<file path="config.mk">
export PLATFORM = sky130hd
export DESIGN_NAME = tcep_top
export DESIGN_NICKNAME = d
export VERILOG_FILES = /design/src/tcep_pkg.sv /design/src/tcep_capt.sv /design/src/tcep_outp.sv /design/src/tcep_top.sv
export SDC_FILE = /design/constraint.sdc
export NUM_CORES = 1
export LEC_CHECK = 0
export ABC_CLOCK_PERIOD_IN_PS = 4500
export BUFFER_PORTS_ARGS = -buffer_cell sky130_fd_sc_hd__buf_2
export CORE_MARGIN = 8
export CORE_UTILIZATION = 25
export CTS_CLUSTER_DIAMETER = 150
export CTS_CLUSTER_SIZE = 16
export DETAILED_ROUTE_END_ITERATION = 16
export GPL_TIMING_DRIVEN = 0
export PLACE_DENSITY = 0.39
export SLEW_MARGIN = 25
export SYNTH_ARGS = -nofsm -noshare
export SYNTH_HDL_FRONTEND = slang
export SYNTH_SLANG_ARGS = --single-unit
</file>
<file path="constraint.sdc">
create_clock -name mclk -period 4.5 [get_ports mclk]
set_input_delay 0.9 -clock mclk [delete_from_list [all_inputs] [get_ports mclk]]
set_output_delay 0.9 -clock mclk [all_outputs]
set_load 0.02 [all_outputs]
</file>
<file path="src/tcep_pkg.sv">
// Purpose: Constants for the timer channel enable and polarity block
// Assumes: 8-bit byte address, 32-bit register words
// Notes:   Offsets are byte addresses on the plain register port
package tcep_pkg;
    localparam int          ADDR_W          = 8;
    localparam int          DATA_W          = 32;
    localparam int          NUM_LANES       = 5;

    // Register offsets
    localparam logic [7:0]  OFS_CHAN_ENABLE = 8'h20;
    localparam logic [7:0]  OFS_CHAN_MODE   = 8'h40;
    localparam logic [7:0]  OFS_PROTECT     = 8'h44;
    localparam logic [7:0]  OFS_CAPT_FLAGS  = 8'h48;
    localparam logic [7:0]  OFS_PIN_STATE   = 8'h4c;

    // Channel enable register fields
    localparam int          CH0_EN_BIT      = 0;
    localparam int          CH0_POL_BIT     = 1;
    localparam int          MCH0_EN_BIT     = 2;
    localparam int          MCH0_POL_BIT    = 3;
    localparam int          CH1_EN_BIT      = 4;
    localparam int          CH1_POL_BIT     = 5;
    localparam int          MCH1_EN_BIT     = 6;
    localparam int          MCH1_POL_BIT    = 7;
    localparam int          CH2_EN_BIT      = 8;
    localparam int          CH2_POL_BIT     = 9;
    localparam logic [9:0]  ENABLE_WR_MASK  = 10'h3ff;
    localparam logic [9:0]  POLARITY_MASK   = 10'h2aa;

    // Channel mode register fields
    localparam int          CH0_MODE_LSB    = 0;
    localparam int          CH1_MODE_LSB    = 2;
    localparam int          CH2_MODE_LSB    = 4;
    localparam int          MSEL0_LSB       = 6;
    localparam int          MSEL1_LSB       = 8;
    localparam int          CH0_PSC_LSB     = 10;
    localparam int          CH1_PSC_LSB     = 12;
    localparam int          CH2_PSC_LSB     = 14;
    localparam logic [1:0]  MODE_OUTPUT     = 2'h0;
    localparam logic [1:0]  MSEL_POLARITY   = 2'h3;

    // Protection level field
    localparam int          WRITE_PROTECT_LEVEL_LSB        = 0;
    localparam logic [1:0]  WRITE_PROTECT_LEVEL_LOCK_HI    = 2'h3;
    localparam logic [1:0]  WRITE_PROTECT_LEVEL_LOCK_LO    = 2'h2;

    // Edge selections {complementary polarity, polarity}
    localparam logic [1:0]  EDGE_RISE       = 2'h0;
    localparam logic [1:0]  EDGE_FALL       = 2'h1;
    localparam logic [1:0]  EDGE_RSVD       = 2'h2;
    localparam logic [1:0]  EDGE_BOTH       = 2'h3;

    // Reset values
    localparam logic [9:0]  RST_CHAN_ENABLE = 10'h000;
    localparam logic [15:0] RST_CHAN_MODE   = 16'h0000;
    localparam logic [1:0]  RST_PROTECT     = 2'h0;
    localparam logic [4:0]  RST_CAPT_FLAGS  = 5'h00;
endpackage

</file>
<file path="src/tcep_capt.sv">
// Purpose: Edge selection and capture prescaler for one channel lane
// Assumes: Pin input synchronous to mclk
// Notes:   Event is a one-cycle registered pulse
`timescale 1ns/100ps
module tcep_capt
(
    // Clock and reset
    input  wire logic       mclk,
    input  wire logic       reset_n,
    // Control
    input  wire logic       enable,
    input  wire logic       input_mode,
    input  wire logic [1:0] edge_sel,
    input  wire logic [1:0] psc,
    // Pin and event
    input  wire logic       pin,
    output logic            event_out
);
    logic       prev;
    logic [2:0] cnt;
    logic       next_prev;
    logic [2:0] next_cnt;
    logic       next_event;
    logic       edge_hit;
    logic [2:0] limit;

    always_comb
    begin
        unique case (edge_sel)
            tcep_pkg::EDGE_RISE: edge_hit = pin & ~prev;
            tcep_pkg::EDGE_FALL: edge_hit = ~pin & prev;
            tcep_pkg::EDGE_BOTH: edge_hit = pin ^ prev;
            tcep_pkg::EDGE_RSVD: edge_hit = 1'b0; // Reserved: no capture
        endcase
        unique case (psc)
            2'h0: limit = 3'h0;
            2'h1: limit = 3'h1;
            2'h2: limit = 3'h3;
            2'h3: limit = 3'h7;
        endcase
        next_prev  = pin;
        next_cnt   = cnt;
        next_event = 1'b0;
        if (!enable)
        begin
            next_cnt = 3'h0;
        end
        else if (input_mode && edge_hit)
        begin
            if (cnt >= limit)
            begin
                next_cnt   = 3'h0;
                next_event = 1'b1;
            end
            else
            begin
                next_cnt = cnt + 3'h1;
            end
        end
    end

    always_ff @(posedge mclk or negedge reset_n)
    begin
        if (!reset_n)
        begin
            prev      <= 1'b0;
            cnt       <= 3'h0;
            event_out <= 1'b0;
        end
        else
        begin
            prev      <= next_prev;
            cnt       <= next_cnt;
            event_out <= next_event;
        end
    end
endmodule

</file>
<file path="src/tcep_outp.sv">
// Purpose: Output gating and polarity for one channel lane
// Assumes: Reference is active high from the compare logic
// Notes:   Disabled or input lanes drive a low pin
`timescale 1ns/100ps
module tcep_outp
(
    // Clock and reset
    input  wire logic mclk,
    input  wire logic reset_n,
    // Control
    input  wire logic enable,
    input  wire logic input_mode,
    input  wire logic polarity,
    // Reference and pin
    input  wire logic ref_active,
    output logic      pin_out
);
    logic next_pin;

    always_comb
    begin
        next_pin = 1'b0;
        if (enable && !input_mode)
        begin
            next_pin = ref_active ^ polarity;
        end
    end

    always_ff @(posedge mclk or negedge reset_n)
    begin
        if (!reset_n)
        begin
            pin_out <= 1'b0;
        end
        else
        begin
            pin_out <= next_pin;
        end
    end
endmodule

</file>
<file path="src/tcep_top.sv">
// Purpose: Timer channel enable and polarity controls, channels 0 to 2
// Assumes: Inputs synchronous to mclk, plain register port
// Notes:   Lane order 0 ch0, 1 comp ch0, 2 ch1, 3 comp ch1, 4 ch2
//
// Behaviour
// - With complementary channel 0 in output mode and mode select 11, bit 3 picks its output polarity, 1 meaning active low.
// - Bit 2 enables complementary channel 0, driving its output in output mode or allowing its captures in input mode.
// - In output mode bit 1 picks the channel 0 output polarity, 1 meaning active low.
// - In input mode the pair of complementary and channel polarity bits selects rising, falling, reserved or both edges.
// - Bit 0 enables channel 0, driving its output in output mode or allowing its captures in input mode.
// - Writes to the polarity bits are ignored while the protection level is 11 or 10.
// - Channel 1 follows channel 0 with enable, polarity and complementary bits at 4, 5, 6 and 7.
// - Channel 2 follows channel 0 with enable at bit 8 and polarity at bit 9.
// - Clearing the channel 2 enable resets its capture prescaler.
`timescale 1ns/100ps
module tcep_top
(
    // Clock and reset
    input  wire logic        mclk,
    input  wire logic        reset_n,
    // Register port
    input  wire logic [7:0]  reg_addr,
    input  wire logic [31:0] reg_wdata,
    input  wire logic        reg_wr,
    input  wire logic        reg_rd,
    output logic      [31:0] reg_rdata,
    // Compare references, active high
    input  wire logic [2:0]  oc_ref,
    // Capture pins
    input  wire logic [2:0]  chan_in,
    input  wire logic [1:0]  comp_chan_in,
    // Channel outputs
    output logic             chan0_out,
    output logic             comp_chan0_out,
    output logic             chan1_out,
    output logic             comp_chan1_out,
    output logic             chan2_out,
    // Capture event pulses, one per lane
    output logic      [4:0]  capture_event
);
    logic [9:0]  chan_enable_reg;
    logic [15:0] chan_mode;
    logic [1:0]  write_protect_level;
    logic [4:0]  capt_flags;
    logic [9:0]  next_chan_enable_reg;
    logic [15:0] next_chan_mode;
    logic [1:0]  next_write_protect_level;
    logic [4:0]  next_capt_flags;
    logic [31:0] next_reg_rdata;
    logic        pol_locked;
    logic [9:0]  wr_keep;

    // Field views
    logic        chan0_enable;
    logic        chan0_polarity;
    logic        comp_chan0_enable;
    logic        comp_chan0_polarity;
    logic        chan1_enable;
    logic        chan1_polarity;
    logic        comp_chan1_enable;
    logic        comp_chan1_polarity;
    logic        chan2_enable;
    logic        chan2_polarity;
    logic [1:0]  comp_chan0_mode_select;
    logic [1:0]  comp_chan1_mode_select;
    logic        ch0_in_mode;
    logic        ch1_in_mode;
    logic        ch2_in_mode;

    // Lane vectors
    logic [4:0]  lane_en;
    logic [4:0]  lane_in_mode;
    logic [4:0]  lane_out_pol;
    logic [4:0]  lane_ref;
    logic [4:0]  lane_pin;
    logic [4:0]  lane_out;
    logic [9:0]  lane_edge;
    logic [9:0]  lane_psc;

    assign chan0_enable        = chan_enable_reg[tcep_pkg::CH0_EN_BIT];
    assign chan0_polarity      = chan_enable_reg[tcep_pkg::CH0_POL_BIT];
    assign comp_chan0_enable   = chan_enable_reg[tcep_pkg::MCH0_EN_BIT];
    assign comp_chan0_polarity = chan_enable_reg[tcep_pkg::MCH0_POL_BIT];
    assign chan1_enable        = chan_enable_reg[tcep_pkg::CH1_EN_BIT];
    assign chan1_polarity      = chan_enable_reg[tcep_pkg::CH1_POL_BIT];
    assign comp_chan1_enable   = chan_enable_reg[tcep_pkg::MCH1_EN_BIT];
    assign comp_chan1_polarity = chan_enable_reg[tcep_pkg::MCH1_POL_BIT];
    assign chan2_enable        = chan_enable_reg[tcep_pkg::CH2_EN_BIT];
    assign chan2_polarity      = chan_enable_reg[tcep_pkg::CH2_POL_BIT];

    assign comp_chan0_mode_select =
        chan_mode[tcep_pkg::MSEL0_LSB +: 2];
    assign comp_chan1_mode_select =
        chan_mode[tcep_pkg::MSEL1_LSB +: 2];
    assign ch0_in_mode =
        chan_mode[tcep_pkg::CH0_MODE_LSB +: 2] != tcep_pkg::MODE_OUTPUT;
    assign ch1_in_mode =
        chan_mode[tcep_pkg::CH1_MODE_LSB +: 2] != tcep_pkg::MODE_OUTPUT;
    assign ch2_in_mode =
        chan_mode[tcep_pkg::CH2_MODE_LSB +: 2] != tcep_pkg::MODE_OUTPUT;

    // Enables per lane
    assign lane_en = {chan2_enable,
                      comp_chan1_enable,
                      chan1_enable,
                      comp_chan0_enable,
                      chan0_enable};

    // Complementary lanes share the mode of their main channel
    assign lane_in_mode = {ch2_in_mode, ch1_in_mode, ch1_in_mode,
                           ch0_in_mode, ch0_in_mode};

    // Output polarity; complementary polarity only with mode select 11
    assign lane_out_pol[0] = chan0_polarity;
    assign lane_out_pol[1] = comp_chan0_polarity &
        (comp_chan0_mode_select == tcep_pkg::MSEL_POLARITY);
    assign lane_out_pol[2] = chan1_polarity;
    assign lane_out_pol[3] = comp_chan1_polarity &
        (comp_chan1_mode_select == tcep_pkg::MSEL_POLARITY);
    assign lane_out_pol[4] = chan2_polarity;

    // Complementary references; dead time is handled elsewhere
    assign lane_ref = {oc_ref[2], ~oc_ref[1], oc_ref[1],
                       ~oc_ref[0], oc_ref[0]};
    assign lane_pin = {chan_in[2], comp_chan_in[1], chan_in[1],
                       comp_chan_in[0], chan_in[0]};

    // Input edge pair {complementary polarity, polarity}
    assign lane_edge[1:0] = {comp_chan0_polarity, chan0_polarity};
    assign lane_edge[3:2] = {comp_chan0_polarity, chan0_polarity};
    assign lane_edge[5:4] = {comp_chan1_polarity, chan1_polarity};
    assign lane_edge[7:6] = {comp_chan1_polarity, chan1_polarity};
    // No complementary polarity bit for channel 2 here
    assign lane_edge[9:8] = {1'b0, chan2_polarity};

    assign lane_psc = {chan_mode[tcep_pkg::CH2_PSC_LSB +: 2],
                       chan_mode[tcep_pkg::CH1_PSC_LSB +: 2],
                       chan_mode[tcep_pkg::CH1_PSC_LSB +: 2],
                       chan_mode[tcep_pkg::CH0_PSC_LSB +: 2],
                       chan_mode[tcep_pkg::CH0_PSC_LSB +: 2]};

    genvar gi;
    generate
        for (gi = 0; gi < tcep_pkg::NUM_LANES; gi = gi + 1)
        begin : g_lane
            tcep_outp u_outp
            (
                .mclk       (mclk),
                .reset_n    (reset_n),
                .enable     (lane_en[gi]),
                .input_mode (lane_in_mode[gi]),
                .polarity   (lane_out_pol[gi]),
                .ref_active (lane_ref[gi]),
                .pin_out    (lane_out[gi])
            );
            tcep_capt u_capt
            (
                .mclk       (mclk),
                .reset_n    (reset_n),
                .enable     (lane_en[gi]),
                .input_mode (lane_in_mode[gi]),
                .edge_sel   (lane_edge[2*gi +: 2]),
                .psc        (lane_psc[2*gi +: 2]),
                .pin        (lane_pin[gi]),
                .event_out  (capture_event[gi])
            );
        end
    endgenerate

    assign chan0_out      = lane_out[0];
    assign comp_chan0_out = lane_out[1];
    assign chan1_out      = lane_out[2];
    assign comp_chan1_out = lane_out[3];
    assign chan2_out      = lane_out[4];

    // Protection freezes polarity so a runaway write cannot flip drive
    assign pol_locked =
        (write_protect_level == tcep_pkg::WRITE_PROTECT_LEVEL_LOCK_HI) ||
        (write_protect_level == tcep_pkg::WRITE_PROTECT_LEVEL_LOCK_LO);
    assign wr_keep = pol_locked ? tcep_pkg::POLARITY_MASK : 10'h000;

    always_comb
    begin
        next_chan_enable_reg     = chan_enable_reg;
        next_chan_mode           = chan_mode;
        next_write_protect_level = write_protect_level;
        next_reg_rdata           = 32'h0000_0000;
        // Set wins over a clear in the same cycle
        next_capt_flags          = capt_flags;
        if (reg_wr)
        begin
            unique case (reg_addr)
                tcep_pkg::OFS_CHAN_ENABLE:
                begin
                    next_chan_enable_reg =
                        (chan_enable_reg & wr_keep) |
                        (reg_wdata[9:0] & tcep_pkg::ENABLE_WR_MASK &
                         ~wr_keep);
                end
                tcep_pkg::OFS_CHAN_MODE:
                begin
                    next_chan_mode = reg_wdata[15:0];
                end
                tcep_pkg::OFS_PROTECT:
                begin
                    next_write_protect_level =
                        reg_wdata[tcep_pkg::WRITE_PROTECT_LEVEL_LSB +: 2];
                end
                tcep_pkg::OFS_CAPT_FLAGS:
                begin
                    next_capt_flags = capt_flags & ~reg_wdata[4:0];
                end
                default:
                begin
                    next_capt_flags = capt_flags;
                end
            endcase
        end
        next_capt_flags = next_capt_flags | capture_event;
        if (reg_rd)
        begin
            unique case (reg_addr)
                tcep_pkg::OFS_CHAN_ENABLE:
                    next_reg_rdata = {22'h000000, chan_enable_reg};
                tcep_pkg::OFS_CHAN_MODE:
                    next_reg_rdata = {16'h0000, chan_mode};
                tcep_pkg::OFS_PROTECT:
                    next_reg_rdata = {30'h00000000, write_protect_level};
                tcep_pkg::OFS_CAPT_FLAGS:
                    next_reg_rdata = {27'h0000000, capt_flags};
                tcep_pkg::OFS_PIN_STATE:
                    next_reg_rdata = {22'h000000, lane_pin, lane_out};
                default:
                    next_reg_rdata = 32'h0000_0000;
            endcase
        end
    end

    always_ff @(posedge mclk or negedge reset_n)
    begin
        if (!reset_n)
        begin
            chan_enable_reg     <= tcep_pkg::RST_CHAN_ENABLE;
            chan_mode           <= tcep_pkg::RST_CHAN_MODE;
            write_protect_level <= tcep_pkg::RST_PROTECT;
            capt_flags          <= tcep_pkg::RST_CAPT_FLAGS;
            reg_rdata           <= 32'h0000_0000;
        end
        else
        begin
            chan_enable_reg     <= next_chan_enable_reg;
            chan_mode           <= next_chan_mode;
            write_protect_level <= next_write_protect_level;
            capt_flags          <= next_capt_flags;
            reg_rdata           <= next_reg_rdata;
        end
    end
endmodule

</file>
==> reports/results.ini <==
[timing]
fin_tns_setup_ns=0
timing_hold_violations_final=0
max_clock_freq_mhz=391
hold_ws_ns=0.451
drv_slew=0
setup_violations=0
period_share=0.568
worstMarginPinSlew_ns=0.879
min_period_ns=2.56
max_slew_margin=0.410
grt_setup_unrepaired=false
finClkSkew_ns=0.00427

[global_routing]
gr-usage-all-layers=0.112
met1_usage=0.145
met2_usage=0.172
grt_pass1_vias=3319
gr-total-overflow=0
antenna_found_initial=1
grt_max_degree=47
busiest_layer=met2
grt_first_pass_wirelength_um=18700
grtUsageMet3=0.0287

[floorplanning]
die_h_um=146
die_w_um=146
die-area_um2=21400
std_cell_rows=47
core-area_um2=16600
io_pins=94
initial_utilization=0.256

[clock_tree]
htreeDepth=3
cts_root_buf=clkbuf_16
clk_path_buf_depth=2
cts_inserted_buffers=9
insertion_delay_ns=0.33
cts_tree=yes
clk_pin_slew_worst_paths_ns=0.06
cts_hold_buf=0
cts_sinks=79
post_cts_buffers=0
cts_resized=0

[routing]
vias=3112
dr.first_iter.drc_count=147
wl_per_cell_um=16.8
ant_nets=0
drtPass1Iterations=4
vias_per_cell=4.52
wl_um=11600
drc=0

[setup_path]
cp_slowest_cell=nand3_1
worstPathRequired_ns=4.72
r2r_setup_slack_ns=2.23
cpPeakStageDelay_ns=0.47
path_cells=buf_2, nor4b_2, nand3_1, clkbuf_1, mux2_2
path_class=in -> reg
r2r-end=g_lane[0].u_capt.cnt[1]$_DFFE_PN0P_
reg2regPathDepth=6
r2r-start=chan_mode[11]$_DFFE_PN0P_
end_kind=register
crit_path_max_fanout=10
cp-start-kind=input pin
arrival_ns=2.78

[synth]
yosysWarnings=0
ys_seq_elements=79
yosysTopAreaCellShare=0.465
synthDistinctLibCells=52
ys.flop_type=dfrtp_1
syn_avg_cell_area_um2=11.3
yosys-top-cells-area=dfrtp_1, ha_1, mux2_2
synthArstFlopShare=1.00
synth_top_area_cell=dfrtp_1
ys_seq_area_frac=0.465
synthCells=376
synth_edf_count=0
syn_area_um2=4250

[pwr]
cellPowerDensity_nw_per_um2=307
p_leak_nw=2.55
p_total_mw=1.59
ir_drop_mv=0.167

[cells_and_area]
antenna_cells=0
final_cell_mix=dfrtp_1, buf_2, ha_1
final_common_cell=dfrtp_1
reg_top3=chan_mode x16, reg_rdata x16, g_lane.u_capt.cnt x15
drive_above_1_share=0.295
fin_util=0.313
fin_nets=544
area_growth_pct=22.2

[placement]
post-dp-hpwl_um=8770
gp_congestion=0.762
io_buffers=61

[outcome]
status=completed

[run]
maxCapViolCount=0

[worst_hold_path]
hold_path_class=in -> async

## layer usage
metal  wire length [um]  vias to the layer above
li1                   -                     1501
met5                 10                        -
met1               5650                     1528
met3                432                       14
met2               5240                       67
met4                216                        2
## per-stage QoR
stage / instances / setup WS [ns] / area (um2)
final: 688 / 1.94 / 5190
after global routing: 688 / 1.78 / 5190
after global placement: 672 / 1.48 / 4890
after CTS: 688 / 1.86 / 5190
after detailed placement: 673 / 1.48 / 4920
after floorplan: 391 / 2.16 / 4310
## critical path: cells and delay by family
family                 cells  cell delay [ns]
muxes                      1             0.38
and+or+nand+nor            2             0.89
buffers and inverters      2             0.58
## where the power goes
part	switching (mW)	leakage, nW	total, mW	internal [mW]
clock network	0.270	0.131	0.698	0.428
logic	0.0902	1.34	0.151	0.0611
registers	0.0170	1.09	0.745	0.728
## cell families after synthesis
family / after synthesis / synth area share
AOI/OAI and AO/OA: 77 / 0.129
and+or+nand+nor: 102 / 0.152
muxes: 35 / 0.0960
buffers and inverters: 49 / 0.0642
other: 1 / 0.000883
adders and majority gates: 28 / 0.0825
DFF: 79 / 0.465
xor gates and xnor gates: 5 / 0.0103
## final cells by class
class / count / area (um2)
fillers: 1745 / 11400
repair buffers: 62 / 339
multi-input cells: 263 / 2060
plain buffers: 32 / 209
clock buffers: 14 / 244
flip-flops and latches: 79 / 1980
inverters: 17 / 63.8
well taps: 220 / 275
clock inverters: 1 / 30.0
## worst max-delay path by stage
stage                            from                                  end  slack [ns]  cells past startpoint
after floorplan            chan_in[1]  g_lane[2].u_capt.cnt[1]$_DFFE_PN0P_        2.16                      6
after global placement    reg_addr[5]             chan_mode[7]$_DFFE_PN0P_        1.48                      5
after detailed placement  reg_addr[5]             chan_mode[2]$_DFFE_PN0P_        1.48                      5
after CTS                 reg_addr[5]             chan_mode[3]$_DFFE_PN0P_        1.86                      5
after global routing      reg_addr[5]             chan_mode[7]$_DFFE_PN0P_        1.78                      5
final                     reg_addr[5]             chan_mode[3]$_DFFE_PN0P_        1.94                      5
## cell usage after synthesis (4+ instances only)
cell	number
and2_1	8
o21a_1	8
nor3b_1	4
mux2_2	26
dfrtp_1	79
nand2_1	16
ha_1	28
mux2_4	5
inv_1	17
o21ai_0	15
nor2b_1	9
nand2b_1	4
clkbuf_1	8
mux2i_1	4
xor2_1	4
nor3_1	6
nand3_1	6
a32oi_1	7
a21boi_0	7
nand3b_1	5
nor2_1	13
nand4b_1	4
a21oi_1	8
buf_4	21
a22o_1	12
and3_1	7
a21o_1	6
No activity file was read; power rests on OpenSTA's default activity.
